## src/psseq_pkg.sv

```systemverilog
// Package of the power slot sequencer: register map, reset values, timing.
// Assumes a 10 MHz system clock and an APB master with 32-bit data.

package psseq_pkg;

  // Sizes
  localparam int unsigned NUM_CONV  = 4;
  localparam int unsigned NUM_LDO   = 10;
  localparam int unsigned NUM_RES   = 16;
  localparam int unsigned NUM_PIN   = 4;
  localparam int unsigned RES_LDO0  = 4;
  localparam int unsigned RES_CLK   = 14;
  localparam int unsigned RES_POR   = 15;
  localparam logic [3:0]  LAST_SLOT = 4'hf;
  localparam logic [1:0]  LAST_SSLOT = 2'h3;

  // Register byte offsets
  localparam logic [7:0] OFS_CTRL     = 8'h00;
  localparam logic [7:0] OFS_STATUS   = 8'h04;
  localparam logic [7:0] OFS_ENABLE   = 8'h08;
  localparam logic [7:0] OFS_STAY_ON  = 8'h0c;
  localparam logic [7:0] OFS_TURN_OFF = 8'h10;
  localparam logic [7:0] OFS_LOW_PWR  = 8'h14;
  localparam logic [7:0] OFS_SLOT_LO  = 8'h18;
  localparam logic [7:0] OFS_SLOT_HI  = 8'h1c;
  localparam logic [7:0] OFS_PIN_LO   = 8'h20;
  localparam logic [7:0] OFS_PIN_HI   = 8'h24;
  localparam logic [7:0] OFS_SLP_SLOT = 8'h28;
  localparam logic [7:0] OFS_OUTS     = 8'h2c;

  // Field positions
  localparam int unsigned CTRL_DLY_LSB = 0;
  localparam int unsigned CTRL_BRK_LSB = 2;

  // Reset values (factory sequence)
  localparam logic [5:0]  CTRL_RST     = 6'h00;
  localparam logic [13:0] ENABLE_RST   = 14'h3fff;
  localparam logic [9:0]  STAY_ON_RST  = 10'h000;
  localparam logic [9:0]  TURN_OFF_RST = 10'h000;
  localparam logic [9:0]  LOW_PWR_RST  = 10'h000;
  localparam logic [31:0] SLOT_LO_RST  = 32'h5432_4321;
  localparam logic [31:0] SLOT_HI_RST  = 32'hf700_0076;
  localparam logic [31:0] PIN_LO_RST   = 32'h0000_0000;
  localparam logic [31:0] PIN_HI_RST   = 32'h0000_0000;
  localparam logic [31:0] SLP_SLOT_RST = 32'h0000_0000;

  // LDO modes
  localparam logic [1:0] LM_OFF    = 2'h0;
  localparam logic [1:0] LM_NORMAL = 2'h1;
  localparam logic [1:0] LM_LOWPWR = 2'h2;

  // Timing
  localparam int unsigned CLK_PERIOD_NS = 100;
  localparam int unsigned T30US_NS  = 30000;
  localparam int unsigned T200US_NS = 200000;
  localparam int unsigned T500US_NS = 500000;
  localparam int unsigned T2MS_NS   = 2000000;
  localparam int unsigned T120US_NS = 120000;
  localparam int unsigned T30US_CYC  =
    (T30US_NS + CLK_PERIOD_NS - 1) / CLK_PERIOD_NS;
  localparam int unsigned T200US_CYC =
    (T200US_NS + CLK_PERIOD_NS - 1) / CLK_PERIOD_NS;
  localparam int unsigned T500US_CYC =
    (T500US_NS + CLK_PERIOD_NS - 1) / CLK_PERIOD_NS;
  localparam int unsigned T2MS_CYC   =
    (T2MS_NS + CLK_PERIOD_NS - 1) / CLK_PERIOD_NS;
  localparam int unsigned T120US_CYC =
    (T120US_NS + CLK_PERIOD_NS - 1) / CLK_PERIOD_NS;

endpackage

```

## src/psseq_ldo_mode.sv

```systemverilog
// Mode resolver for one linear regulator: off, normal or low-power.
// Assumes synchronised inputs; output is combinational, the top registers it.
`timescale 1ns/1ps

module psseq_ldo_mode (
  input  wire logic       enable_i,   // Enable bit and power gate
  input  wire logic       mapped_i,   // Regulator is mapped to a pin
  input  wire logic       pin_hi_i,   // OR of mapped pins
  input  wire logic       stay_on_i,  // Stay-on bit
  input  wire logic       turn_off_i, // Turn-off bit
  input  wire logic       low_pwr_i,  // Low-power bit
  input  wire logic       strap_hi_i, // Strap tied to the always-on supply
  input  wire logic       sleep_i,    // Regulator sees the SLEEP state
  output logic      [1:0] mode_o      // Resolved mode
);
  import psseq_pkg::*;

  logic [1:0] mapped_mode;
  logic [1:0] unmapped_mode;
  logic [1:0] sleep_mode;
  logic       plain_case;

  // Pin-mapped regulator: pin high or stay-on keeps it in normal mode
  assign mapped_mode = (pin_hi_i | stay_on_i) ? LM_NORMAL :
                       turn_off_i ? LM_OFF : LM_LOWPWR;

  // Strap ground or not asleep: only the low-power bit counts
  assign plain_case = ~strap_hi_i | ~sleep_i;
  assign sleep_mode = stay_on_i  ? (low_pwr_i ? LM_LOWPWR : LM_NORMAL)
                    : turn_off_i ? LM_OFF : LM_LOWPWR;
  assign unmapped_mode = plain_case ?
                         (low_pwr_i ? LM_LOWPWR : LM_NORMAL)
                         : sleep_mode;

  // A cleared enable wins over every other combination; one mode results
  assign mode_o = !enable_i ? LM_OFF :
                  mapped_i  ? mapped_mode : unmapped_mode;

endmodule

```

## src/psseq_top.sv

```systemverilog
// Power slot sequencer: slot walks for power-up, power-down and sleep,
// resource gating and LDO mode resolution, with an APB register file.
// Assumes requests, enable pins, monitor and strap come from pins.
`timescale 1ns/1ps

module psseq_top #(
  parameter int unsigned SLOT_500US_CYC = psseq_pkg::T500US_CYC,
  parameter int unsigned SLOT_2MS_CYC   = psseq_pkg::T2MS_CYC
) (
  input  wire logic        sys_clk_i,      // 10 MHz system clock
  input  wire logic        reset_n_i,      // Asynchronous reset, low
  input  wire logic        psel_i,         // APB select
  input  wire logic        penable_i,      // APB enable
  input  wire logic        pwrite_i,       // APB write
  input  wire logic [7:0]  paddr_i,        // APB byte address
  input  wire logic [31:0] pwdata_i,       // APB write data
  output logic      [31:0] prdata_o,       // APB read data
  output logic             pready_o,       // APB ready
  output logic             pslverr_o,      // APB error
  input  wire logic        pwr_on_req_i,   // Power-on condition, pin
  input  wire logic        sleep_req_i,    // Sleep condition, pin
  input  wire logic [3:0]  en_pin_i,       // External enable pins
  input  wire logic        vmon_ok_i,      // Monitors above threshold
  input  wire logic        config_strap_i, // High: tied to always-on supply
  output logic      [3:0]  conv_en_o,      // Converter enables
  output logic      [19:0] ldo_mode_o,     // Two mode bits per LDO
  output logic             clk32_en_o,     // 32 kHz clock output enable
  output logic             por_n_o         // Power-on reset output, low
);
  import psseq_pkg::*;

  typedef enum logic [2:0] {
    ST_OFF, ST_UP, ST_HOLD, ST_ACTIVE, ST_SLP_IN, ST_SLEEP, ST_SLP_OUT,
    ST_DOWN
  } psseq_state_t;

  //////////////////////////////////////////////////////////////////////////
  // Pin synchronisers

  logic [7:0] sync1_r;
  logic [7:0] sync2_r;
  logic       pwr_on;
  logic       sleep_req;
  logic [3:0] en_pin;
  logic       vmon_ok;
  logic       strap_hi;

  // Two stages; only the second stage is read by logic
  always_ff @(posedge sys_clk_i or negedge reset_n_i) begin
    if (!reset_n_i) begin
      sync1_r <= 8'h00;
      sync2_r <= 8'h00;
    end else begin
      sync1_r <= {pwr_on_req_i, sleep_req_i, en_pin_i, vmon_ok_i,
                  config_strap_i};
      sync2_r <= sync1_r;
    end
  end

  assign pwr_on    = sync2_r[7];
  assign sleep_req = sync2_r[6];
  assign en_pin    = sync2_r[5:2];
  assign vmon_ok   = sync2_r[1];
  assign strap_hi  = sync2_r[0];

  //////////////////////////////////////////////////////////////////////////
  // Registers

  logic [5:0]  ctrl_r;
  logic [13:0] enable_r;
  logic [9:0]  stay_on_r;
  logic [9:0]  turn_off_r;
  logic [9:0]  low_pwr_r;
  logic [31:0] slot_lo_r;
  logic [31:0] slot_hi_r;
  logic [31:0] pin_lo_r;
  logic [31:0] pin_hi_r;
  logic [31:0] slp_slot_r;
  logic [31:0] prdata_r;

  logic        setup;
  logic        wr_go;
  logic        hit;
  logic [31:0] rd_mux;
  logic [1:0]  dly_sel;
  logic [3:0]  brk_slot;

  // Setup phase latches read data; access phase commits writes
  assign setup    = psel_i & ~penable_i;
  assign wr_go    = psel_i & penable_i & pwrite_i & hit;
  assign pready_o = 1'b1;
  assign pslverr_o = psel_i & penable_i & ~hit;
  assign prdata_o = prdata_r;
  assign dly_sel  = ctrl_r[CTRL_DLY_LSB +: 2];
  assign brk_slot = ctrl_r[CTRL_BRK_LSB +: 4];

  // Address decode; unmapped offsets answer with an error
  assign hit = (paddr_i[1:0] == 2'h0) &&
               (paddr_i[7:2] <= OFS_OUTS[7:2]);

  psseq_state_t st_r;
  logic [3:0]   slot_r;
  logic [15:0]  seq_on_r;
  logic [15:0]  slp_r;
  logic [15:0]  res_on;

  // Read multiplexer
  always_comb begin
    rd_mux = 32'h0000_0000;
    case (paddr_i)
      OFS_CTRL:     rd_mux = {26'h0, ctrl_r};
      OFS_STATUS:   rd_mux = {22'h0, strap_hi, vmon_ok, slot_r, 1'b0,
                              st_r};
      OFS_ENABLE:   rd_mux = {18'h0, enable_r};
      OFS_STAY_ON:  rd_mux = {22'h0, stay_on_r};
      OFS_TURN_OFF: rd_mux = {22'h0, turn_off_r};
      OFS_LOW_PWR:  rd_mux = {22'h0, low_pwr_r};
      OFS_SLOT_LO:  rd_mux = slot_lo_r;
      OFS_SLOT_HI:  rd_mux = slot_hi_r;
      OFS_PIN_LO:   rd_mux = pin_lo_r;
      OFS_PIN_HI:   rd_mux = pin_hi_r;
      OFS_SLP_SLOT: rd_mux = slp_slot_r;
      OFS_OUTS:     rd_mux = {16'h0, res_on};
      default:      rd_mux = 32'h0000_0000;
    endcase
  end

  // Write port and read data capture
  always_ff @(posedge sys_clk_i or negedge reset_n_i) begin
    if (!reset_n_i) begin
      ctrl_r     <= CTRL_RST;
      enable_r   <= ENABLE_RST;
      stay_on_r  <= STAY_ON_RST;
      turn_off_r <= TURN_OFF_RST;
      low_pwr_r  <= LOW_PWR_RST;
      slot_lo_r  <= SLOT_LO_RST;
      slot_hi_r  <= SLOT_HI_RST;
      pin_lo_r   <= PIN_LO_RST;
      pin_hi_r   <= PIN_HI_RST;
      slp_slot_r <= SLP_SLOT_RST;
      prdata_r   <= 32'h0000_0000;
    end else begin
      if (setup) begin
        prdata_r <= rd_mux;
      end
      if (wr_go) begin
        case (paddr_i)
          OFS_CTRL:     ctrl_r     <= pwdata_i[5:0];
          OFS_ENABLE:   enable_r   <= pwdata_i[13:0];
          OFS_STAY_ON:  stay_on_r  <= pwdata_i[9:0];
          OFS_TURN_OFF: turn_off_r <= pwdata_i[9:0];
          OFS_LOW_PWR:  low_pwr_r  <= pwdata_i[9:0];
          OFS_SLOT_LO:  slot_lo_r  <= pwdata_i;
          OFS_SLOT_HI:  slot_hi_r  <= pwdata_i;
          OFS_PIN_LO:   pin_lo_r   <= pwdata_i;
          OFS_PIN_HI:   pin_hi_r   <= pwdata_i;
          OFS_SLP_SLOT: slp_slot_r <= pwdata_i;
          default:      ;
        endcase
      end
    end
  end

  //////////////////////////////////////////////////////////////////////////
  // Slot decoding

  logic [63:0] slot_map;
  logic [63:0] pin_map;

  assign slot_map = {slot_hi_r, slot_lo_r};
  assign pin_map  = {pin_hi_r, pin_lo_r};

  // Resources whose four-bit slot field equals the slot; any count fits
  function automatic logic [15:0] slot_mask(input logic [63:0] map,
                                            input logic [3:0]  s);
    logic [15:0] m;
    m = 16'h0000;
    for (int i = 0; i < 16; i++) begin
      m[i] = (map[4*i +: 4] == s);
    end
    return m;
  endfunction

  // Resources whose two-bit sleep slot field equals the slot
  function automatic logic [15:0] sslot_mask(input logic [31:0] map,
                                             input logic [1:0]  s);
    logic [15:0] m;
    m = 16'h0000;
    for (int i = 0; i < 16; i++) begin
      m[i] = (map[2*i +: 2] == s);
    end
    return m;
  endfunction

  // Cycle count of one slot delay, shared by all fifteen slots
  function automatic logic [14:0] slot_cycles(input logic [1:0] sel);
    logic [14:0] c;
    case (sel)
      2'h0:    c = 15'(T30US_CYC);
      2'h1:    c = 15'(T200US_CYC);
      2'h2:    c = 15'(SLOT_500US_CYC);
      default: c = 15'(SLOT_2MS_CYC);
    endcase
    return c;
  endfunction

  //////////////////////////////////////////////////////////////////////////
  // Sequencer

  psseq_state_t st_nxt;
  logic [3:0]   slot_nxt;
  logic [14:0]  tmr_r;
  logic [14:0]  tmr_nxt;
  logic [15:0]  seq_on_nxt;
  logic [15:0]  slp_nxt;
  logic [15:0]  cur_mask;
  logic [15:0]  cur_smask;
  logic [14:0]  dly;
  logic         tmr_done;
  logic         brk_hit;
  logic         up_go;
  logic         sleep_ok;

  assign dly       = slot_cycles(dly_sel);
  assign tmr_done  = (tmr_r == 15'h0000);
  assign cur_mask  = slot_mask(slot_map, slot_r);
  assign cur_smask = sslot_mask(slp_slot_r, slot_r[1:0]);
  // Break slot zero means no break point
  assign brk_hit   = (brk_slot != 4'h0) && (slot_r == brk_slot);
  assign up_go     = (st_r == ST_UP && tmr_done && !(brk_hit && !vmon_ok))
                   || (st_r == ST_HOLD && vmon_ok);
  // Sleep is refused while the strap sits on the always-on supply
  assign sleep_ok  = sleep_req & ~strap_hi;

  // Next state; the timer reloads before every slot, even an empty one
  always_comb begin
    st_nxt     = st_r;
    slot_nxt   = slot_r;
    tmr_nxt    = tmr_done ? tmr_r : tmr_r - 15'h0001;
    seq_on_nxt = seq_on_r;
    slp_nxt    = slp_r;
    case (st_r)
      ST_OFF: begin
        if (pwr_on) begin
          st_nxt   = ST_UP;
          slot_nxt = 4'h1;
          tmr_nxt  = dly;
        end
      end
      ST_UP, ST_HOLD: begin
        if (!pwr_on) begin
          st_nxt  = ST_DOWN;
          tmr_nxt = dly;
        end else if (st_r == ST_UP && tmr_done && brk_hit && !vmon_ok) begin
          st_nxt = ST_HOLD;
        end else if (up_go) begin
          seq_on_nxt = seq_on_r | cur_mask;
          if (slot_r == LAST_SLOT) begin
            st_nxt = ST_ACTIVE;
          end else begin
            st_nxt   = ST_UP;
            slot_nxt = slot_r + 4'h1;
            tmr_nxt  = dly;
          end
        end
      end
      ST_ACTIVE: begin
        if (!pwr_on) begin
          st_nxt   = ST_DOWN;
          slot_nxt = LAST_SLOT;
          tmr_nxt  = dly;
        end else if (sleep_ok) begin
          st_nxt   = ST_SLP_IN;
          slot_nxt = 4'h1;
          tmr_nxt  = 15'(T120US_CYC);
        end
      end
      ST_SLP_IN: begin
        if (tmr_done) begin
          slp_nxt = slp_r | cur_smask;
          if (slot_r[1:0] == LAST_SSLOT) begin
            st_nxt = ST_SLEEP;
          end else begin
            slot_nxt = slot_r + 4'h1;
            tmr_nxt  = 15'(T120US_CYC);
          end
        end
      end
      ST_SLEEP: begin
        if (!sleep_ok || !pwr_on) begin
          st_nxt   = ST_SLP_OUT;
          slot_nxt = {2'h0, LAST_SSLOT};
          tmr_nxt  = 15'(T120US_CYC);
        end
      end
      ST_SLP_OUT: begin
        if (tmr_done) begin
          slp_nxt = slp_r & ~cur_smask;
          if (slot_r == 4'h1) begin
            st_nxt = ST_ACTIVE;
          end else begin
            slot_nxt = slot_r - 4'h1;
            tmr_nxt  = 15'(T120US_CYC);
          end
        end
      end
      ST_DOWN: begin
        if (tmr_done) begin
          seq_on_nxt = seq_on_r & ~cur_mask;
          if (slot_r == 4'h1) begin
            st_nxt = ST_OFF;
          end else begin
            slot_nxt = slot_r - 4'h1;
            tmr_nxt  = dly;
          end
        end
      end
      default: begin
        st_nxt = ST_OFF;
      end
    endcase
  end

  // Sequencer state
  always_ff @(posedge sys_clk_i or negedge reset_n_i) begin
    if (!reset_n_i) begin
      st_r     <= ST_OFF;
      slot_r   <= 4'h0;
      tmr_r    <= 15'h0000;
      seq_on_r <= 16'h0000;
      slp_r    <= 16'h0000;
    end else begin
      st_r     <= st_nxt;
      slot_r   <= slot_nxt;
      tmr_r    <= tmr_nxt;
      seq_on_r <= seq_on_nxt;
      slp_r    <= slp_nxt;
    end
  end

  //////////////////////////////////////////////////////////////////////////
  // Resource gating

  logic        act_slp;
  logic        dev_sleep;
  logic [15:0] seqd;
  logic [15:0] mapped;
  logic [15:0] pin_hi;
  logic [15:0] gate;
  logic [15:0] res_nxt;
  logic [19:0] ldo_mode;
  logic [3:0]  conv_en_r;
  logic [19:0] ldo_mode_r;
  logic [1:0]  misc_r;

  // Pins and unsequenced resources only act in ST_ACTIVE, ST_SLP_IN, ST_SLEEP or ST_SLP_OUT
  assign act_slp   = (st_r == ST_ACTIVE) || (st_r == ST_SLP_IN) ||
                     (st_r == ST_SLEEP)  || (st_r == ST_SLP_OUT);
  assign dev_sleep = (st_r == ST_SLEEP);

  // A resource with slot zero stays outside the automatic walk.
  // Mapping a sequenced resource to a pin is left to configuration; the
  // sequence then wins and the pin is ignored.
  for (genvar i = 0; i < 16; i++) begin : g_res
    assign seqd[i]   = (slot_map[4*i +: 4] != 4'h0);
    assign mapped[i] = |pin_map[4*i +: 4];
    assign pin_hi[i] = |(pin_map[4*i +: 4] & en_pin);
    assign gate[i]   = seqd[i] ? seq_on_r[i] & ~slp_r[i]
                     : act_slp & (~mapped[i] | pin_hi[i]);
  end

  // Converters also need their enable bit; clock and reset do not
  assign res_nxt = {gate[15:14], 10'h000, gate[3:0] & enable_r[3:0]};

  // One resolver per linear regulator
  for (genvar j = 0; j < NUM_LDO; j++) begin : g_ldo
    psseq_ldo_mode u_mode (
      .enable_i   (enable_r[4+j] &
                   (seqd[4+j] ? seq_on_r[4+j] : act_slp)),
      .mapped_i   (mapped[4+j] & ~seqd[4+j]),
      .pin_hi_i   (pin_hi[4+j]),
      .stay_on_i  (stay_on_r[j]),
      .turn_off_i (turn_off_r[j]),
      .low_pwr_i  (low_pwr_r[j]),
      .strap_hi_i (strap_hi),
      .sleep_i    (slp_r[4+j] | dev_sleep),
      .mode_o     (ldo_mode[2*j +: 2])
    );
  end

  // Outputs come from flip-flops so pins never glitch on decode
  always_ff @(posedge sys_clk_i or negedge reset_n_i) begin
    if (!reset_n_i) begin
      conv_en_r  <= 4'h0;
      ldo_mode_r <= 20'h00000;
      misc_r     <= 2'h0;
    end else begin
      conv_en_r  <= res_nxt[3:0];
      ldo_mode_r <= ldo_mode;
      misc_r     <= res_nxt[15:14];
    end
  end

  // Status view of every resource, LDOs on when not off
  for (genvar k = 0; k < NUM_LDO; k++) begin : g_on
    assign res_on[4+k] = (ldo_mode_r[2*k +: 2] != LM_OFF);
  end
  assign res_on[3:0]   = conv_en_r;
  assign res_on[15:14] = misc_r;

  assign conv_en_o  = conv_en_r;
  assign ldo_mode_o = ldo_mode_r;
  assign clk32_en_o = misc_r[0];
  // Reset output stays asserted until its slot releases it
  assign por_n_o    = misc_r[1];

endmodule

```

## config.mk

```make
export PLATFORM = sky130hd
export DESIGN_NAME = psseq_top
export DESIGN_NICKNAME = d
export VERILOG_FILES = /design/src/psseq_pkg.sv /design/src/psseq_ldo_mode.sv /design/src/psseq_top.sv
export SDC_FILE = /design/constraint.sdc
export NUM_CORES = 1
export LEC_CHECK = 0
export BUFFER_PORTS_ARGS = -buffer_cell sky130_fd_sc_hd__buf_2
export CORE_MARGIN = 2
export CORE_UTILIZATION = 46
export CTS_CLUSTER_SIZE = 14
export DETAILED_ROUTE_END_ITERATION = 10
export PLACE_DENSITY = 0.63
export SYNTH_ARGS = -nofsm -noshare
export SYNTH_HDL_FRONTEND = slang
export SYNTH_SLANG_ARGS = --single-unit
export TNS_END_PERCENT = 10
```

## constraint.sdc

```tcl
create_clock -name sys_clk_i -period 3.5 [get_ports sys_clk_i]
set_input_delay 0.175 -clock sys_clk_i [delete_from_list [all_inputs] [get_ports sys_clk_i]]
set_output_delay 0.175 -clock sys_clk_i [all_outputs]
set_load 0.03 [all_outputs]
```

### Yosys cells after proc, flatten, opt, wreduce, memory -nomap -nowiden

Cells that the tools add are included.

* flip-flop bits (word level): 338
* bits in latches: 0
* bits in writable memories: 0
* memory bits (read-only): 0
* input port bits: 53
* output and inout port bits: 60
* memories kept: 0

* $add $sub $neg: 3
* multiply operators: 0
* divide/modulo/power cells: 0
* $lt $le $gt $ge: 1
* equal/unequal tests: 73
* shifts and indexed selects: 0
* muxes and demuxes: 140
* bitwise logic cells: 132
* reductions and logical operators: 99

Operator list (count)
* case mux 32 bit (12 select lines): 1
* 2-to-1 mux 15 bit: 15
* 2-to-1 mux 2 bit: 71
* OR reduction 4 bit: 32
* case mux 15 bit (7 select lines): 1
* 2-to-1 mux 16 bit: 6
* AND 4 bit: 17
* == test 4 bit: 17
* nonzero test 4 bit: 17
* case mux 16 bit (2 select lines): 2
* 2-to-1 mux 4 bit: 12
* case mux 15 bit (3 select lines): 1
* 2-to-1 mux 3 bit: 13
* AND 1 bit: 38
* bitwise OR 1 bit: 36
* NOT 1 bit: 35
* AND 16 bit: 2
* == test 2 bit: 16
* == test 8 x 5 -> 1 bit, second input constant: 4
* == test 8 x 6 -> 1 bit, second input constant: 4
* NOT 16 bit: 2
* bitwise OR 16 bit: 2
* != test 2 bit, second input constant: 13
* case mux 4 bit (6 select lines): 1
* other kinds (32): 90

### Depth between registers and ports, before layout

* depth in word-level cells: 10
* depth in mapped cells: 11
* mapped depth without buffers: 8

### Modules after synthesis

From an unflattened synthesis, not the netlist that was laid out.

* cell total of the unflattened synthesis: 1540
* area total of the unflattened synthesis: 17266.6 µm²

By module, submodules not included
* psseq_top: instances 1, cells each 1470, area an instance 16803.6 µm², seq. area each 8504.4 µm²
* psseq_ldo_mode: instances 10, cells each 7, area an instance 46.3 µm², seq. area each 0.0 µm²

### Worst setup path after synthesis

No wires, ideal clock.

* path kind: register to register
* start point: register slot_r[1]
* end point: register st_r[0]
* library setup time: 82 ps
* arrival time: 2740 ps
* required time: 3418 ps
* slack: 678 ps
* stages on the path, launching flop included: 12
* cell sequence: dfrtp_1 clkbuf_1 buf_2 buf_1 inv_1 ha_1 or3b_2 and2_1 o21ai_0 o2111a_1 mux2_2 a31oi_1

* word-level cells in the longest chain between the ends: 8
* elaborated cells between the ends (all ways): 18

Ends and longest elaborated chain
* start, declared: RTL line psseq_top.sv:102 `logic [3:0] slot_r;`
* start signal, assigned: RTL line psseq_top.sv:334 `slot_r <= slot_nxt;`
* == test 4 bit: RTL line psseq_top.sv:229 `assign brk_hit = (brk_slot != 4'h0) && (slot_r == brk_slot);`
* logical AND 1 bit: RTL line psseq_top.sv:229
* logical AND 1 bit: RTL line psseq_top.sv:230 `assign up_go = (st_r == ST_UP && tmr_done && !(brk_hit && !vmon_ok))`
* zero test 1 bit: RTL line psseq_top.sv:230
* logical AND 1 bit: RTL line psseq_top.sv:230
* logical OR 1 bit: RTL line psseq_top.sv:231 `|| (st_r == ST_HOLD && vmon_ok);`
* != test 4 bit (no line)
* AND reduction 10 bit (no line)
* end signal, assigned: RTL line psseq_top.sv:333 `st_r <= st_nxt;`
* end, declared: RTL line psseq_top.sv:101 `psseq_state_t st_r;`

Parallel ways exist; a longest one is shown, timed or not.
A chain may end at the register's enable or synchronous reset.

### Final worst setup path

* start point: register tmr_r[0]
* end point: register tmr_r[11]

* word-level cells in the longest chain between the ends: 8
* elaborated cells between the ends (all ways): 23

Ends and longest elaborated chain
* start, declared: RTL line psseq_top.sv:212 `logic [14:0] tmr_r;`
* start signal, assigned: RTL line psseq_top.sv:335 `tmr_r <= tmr_nxt;`
* parallel branches: the longest is 7 deep, another holds subtractor 15 x 1 -> 15 bit
* case mux 15 bit (7 select lines) (*): RTL line psseq_top.sv:242 `case (st_r)`
* named net tmr_nxt[11]: RTL line psseq_top.sv:213 `logic [14:0] tmr_nxt;`

Mark *: on every way through the listed nets, which the timed path passes.

==> metrics.txt <==
number of vias per cell after detailed routing=6.39; data arrival time of the critical path=3.48 ns; final count of negative-setup-slack endpoints=0; Area after DPL=0.0190 mm^2; setup repair after global routing missed its margin=no; worst supply voltage drop on vdd=0.355 mV; wirelength, routed=60.7 mm; Worst Path Class, Setup=flip-flop to flip-flop; vias after detailed routing=14400; wire length of the first global-routing pass=91.2 mm; post_cts resized=0; clock tree from TritonCTS=done; final critical-path setup slack=0.429 ns; Total Nets Final=1786; static leakage power=0.00903 uW; Finished Cell Area=0.0206 mm^2; average footprint of a synthesized cell=11.2 um^2; standard-cell rows=71; sequential cell area in the final layout=0.00851 mm^2; initial core utilization=0.469; post-layout utilization of the core=0.544; die height=200 um; Crit. End Element=flip-flop; maximum number of pins on one net before global-route repair=94; length of the first detailed-routing pass in iterations=6; routed wire length per instance=26.8 um; Inserted Diodes=0; CP max-delay cell=sky130_fd_sc_hd__and4_1; Seq cells post-synth=338; outcome=completed; final total negative setup slack=0 ns; post-detail-place hpwl=39.3 mm; # H-tree levels=2; Net Sw Frac=0.358; number of port buffers=111; number of warnings reported in the yosys synthesis log=0; fill cell total of the finished layout=3361; share of the clock period used by the worst path=0.877; DRC Markers=0; portion of synthesized cell area occupied by the leading cell type=0.424; final global-route overflow total=0; share of power burned in registers=0.370; number of global-route vias before repair=14200; part of the power in combinational logic=0.307; placement-stage worst setup slack=0.455 ns; count of nets left with antenna violations after detail routing=0; Reg clk slew, reported paths=0.06 ns; max-capacitance violation count=0; Worst Setup Start Kind=flip-flop; share of cells above drive strength 1=0.307; power density over the cells=601 mW/mm^2; Mapped Area=0.0178 mm^2; clock network latency to the later pin of the worst-skew pair=0.56 ns; prevailing post-synth register cell=sky130_fd_sc_hd__dfrtp_1; I/O pin total=113; number of hold-slack violations in the final timing report=0; Slowest Stage Delay on Critical Path=0.65 ns; critical-path maximum fanout=13; Core ar.=0.0378 mm^2; Worst Path Required=3.91 ns; layout overhead on the synthesized area=15.9%; count of pins over their slew limit=0; Async S/R FF share, synth=1.00; worst max-slew margin expressed relative to the limit=0.189; post-layout min period=3.07 ns; share of power burned in the clock network=0.323; number of unique standard cell types used by synthesis=79; cell-by-cell listing of the critical path=inv_1 -> ha_1 -> nor4b_2 -> and4_1 -> nand2_1 -> a221o_1 -> a221oi_4 -> o211ai_1; cell at the root of the clock tree=sky130_fd_sc_hd__clkbuf_16; count of flip-flops with a built-in enable after synthesis=0; main area contributors after synthesis=sky130_fd_sc_hd__dfrtp_1 (42%), sky130_fd_sc_hd__mux2_2 (15%), sky130_fd_sc_hd__dfstp_2 (5.5%); number of standard cells in the layout, taps in and fillers out=2262; weighted congestion at the end of routability-driven global placement=0.902; DIE AREA=0.0402 mm^2; number of buffers added by the clock tree synthesis step=38; slew of the pin with the lowest slew margin=1.22 ns; sequential fraction of the synthesis area=0.479; type of the most critical hold path=input port to flip-flop; number of placed cells counting well taps=2159; GRT Resource Usage Total=0.298; number of nets in the synthesized netlist=1655; internal power of the cells=7930 uW; buffers and inverters on the worst path=1; Clock Path Buffers=3; area occupied by multi-input gates=0.00874 mm^2; highest attainable clock frequency=326 MHz; Die Width=200 um; Net Sw Power=4430 uW; delay-heaviest family, CP=simple AND/OR/NAND/NOR gates; post-synth top area cell=sky130_fd_sc_hd__dfrtp_1; post-synthesis cell count=1592; initial antenna violation count=0; final setup skew=0.0211 ns; Num Clock Sinks=338; Iter 0 DRT Violations=1556
-- stage by stage --
| step | hold WS (ns) | power (uW) |
|---|---|---|
| after floorplan | -0.121 | 7020 |
| after global placement | 0.277 | 8280 |
| after detailed placement | 0.284 | 8310 |
| after CTS | 0.0144 | 12300 |
| after global routing | 0.0425 | 12900 |
| final | 0.0249 | 12400 |
-- path summary, 6_finish.rpt --
check                                           from                         to  slack [ns]  depth (start not counted)
worst max-delay path              tmr_r[0]$_DFF_PN0_        tmr_r[11]$_DFF_PN0_        0.43                          8
worst min-delay path                     pwdata_i[6]   low_pwr_r[6]$_DFFE_PN0P_        0.02                          2
worst max register to register    tmr_r[0]$_DFF_PN0_        tmr_r[11]$_DFF_PN0_        0.43                          8
worst min register to register  sync1_r[5]$_DFF_PN0_       sync2_r[5]$_DFF_PN0_        0.35                          0
max in group asynchronous                  reset_n_i  slot_lo_r[28]$_DFFE_PN1P_        2.28                          3
min in group asynchronous                  reset_n_i        tmr_r[10]$_DFF_PN0_        0.23                          2
-- cell families (layout without fill, tap and decap cells) --
group / after synthesis / after routing / share of synthesized area
xor gates and xnor gates: 113 / 113 / 0.0557
DFF: 338 / 338 / 0.479
adders and majority gates: 11 / 11 / 0.00761
and+or+nand+nor: 372 / 372 / 0.113
AOI/OAI and AO/OA: 351 / 351 / 0.143
muxes: 270 / 270 / 0.170
buffers and inverters: 136 / 295 / 0.0319
other: 1 / 1 / 0.000211
-- per-layer routing --
metal / track usage / routed length, um
met3: 0.0469 / 4900
met5: 0 / 0
met1: 0.422 / 25900
met2: 0.463 / 27700
met4: 0.110 / 2130
-- worst reg2reg max path: cells and delay by family (launching register included) --
family                     cells  cell delay [ns]
adders and majority gates      1             0.19
DFF                            1             0.39
and+or+nand+nor                3             1.32
AOI/OAI and AO/OA              3             0.91
buffers and inverters          1             0.13
-- layout by cell type, fill, tap and decap left out, types with 35 or more instances in the layout --
cell type,count
sky130_fd_sc_hd__dfstp_2,37
sky130_fd_sc_hd__xnor2_1,73
sky130_fd_sc_hd__mux2_2,232
sky130_fd_sc_hd__dlygate4sd3_1,35
sky130_fd_sc_hd__nor2_1,93
sky130_fd_sc_hd__clkbuf_16,39
sky130_fd_sc_hd__dfrtp_1,299
sky130_fd_sc_hd__buf_2,110
sky130_fd_sc_hd__a21oi_1,58
sky130_fd_sc_hd__buf_4,45
sky130_fd_sc_hd__nand2_1,77
sky130_fd_sc_hd__xor2_1,39
sky130_fd_sc_hd__o21ai_0,46
sky130_fd_sc_hd__a31oi_1,45
sky130_fd_sc_hd__a22oi_1,50
-- cell usage after synthesis, drive strengths merged (24+ instances only) --
library cell and instances:
a31oi 45, nor2 99, nand2 77, xnor2 74, nand4 24, mux2i 24
a21oi 68, nor4 26, mux2 246, inv 32, clkbuf 53, nor3 34
a222oi 34, dfrtp 301, o21ai 52, a22oi 50, buf 50, xor2 39
a221oi 28, dfstp 37
-- registers in the layout (all words and copies together) (netlist names), named ones only --
name,flops
slot_r,4
st_r,3
ldo_mode_o,20
ctrl_r,6
sync1_r,8
slp_slot_r,32
low_pwr_r,10
pin_hi_r,32
enable_r,14
stay_on_r,10
tmr_r,15
conv_en_o,4
pin_lo_r,32
slot_lo_r,32
misc_r,2
prdata_o,32
slot_hi_r,32
sync2_r,8
turn_off_r,10
-- power groups by stage --
stage | Combinational, uW | Sequential, uW | Clock [uW]
CTS | 3740 | 4560 | 4050
detailed placement | 3680 | 4630 | 0
finish | 3790 | 4570 | 3990
floorplan | 2520 | 4500 | 0
global route | 4060 | 4600 | 4200
global placement | 3660 | 4610 | 0
-- cell type report --
class                   count  share of cell area
inverters                  33             0.00602
well taps                 511              0.0311
clock buffers              56              0.0554
clock inverters            12             0.00535
multi-input cells        1118               0.425
flip-flops and latches    338               0.413
repair buffers            194              0.0638
-- repair_timing --
item                                    4_1_cts  5_1_grt
hold buffers                                 35        0
endpoints found under the setup margin        0        0
endpoints found under the hold margin       224        0
buffers inserted                              0        0
Note: power is estimated with default switching activity, not from simulation.
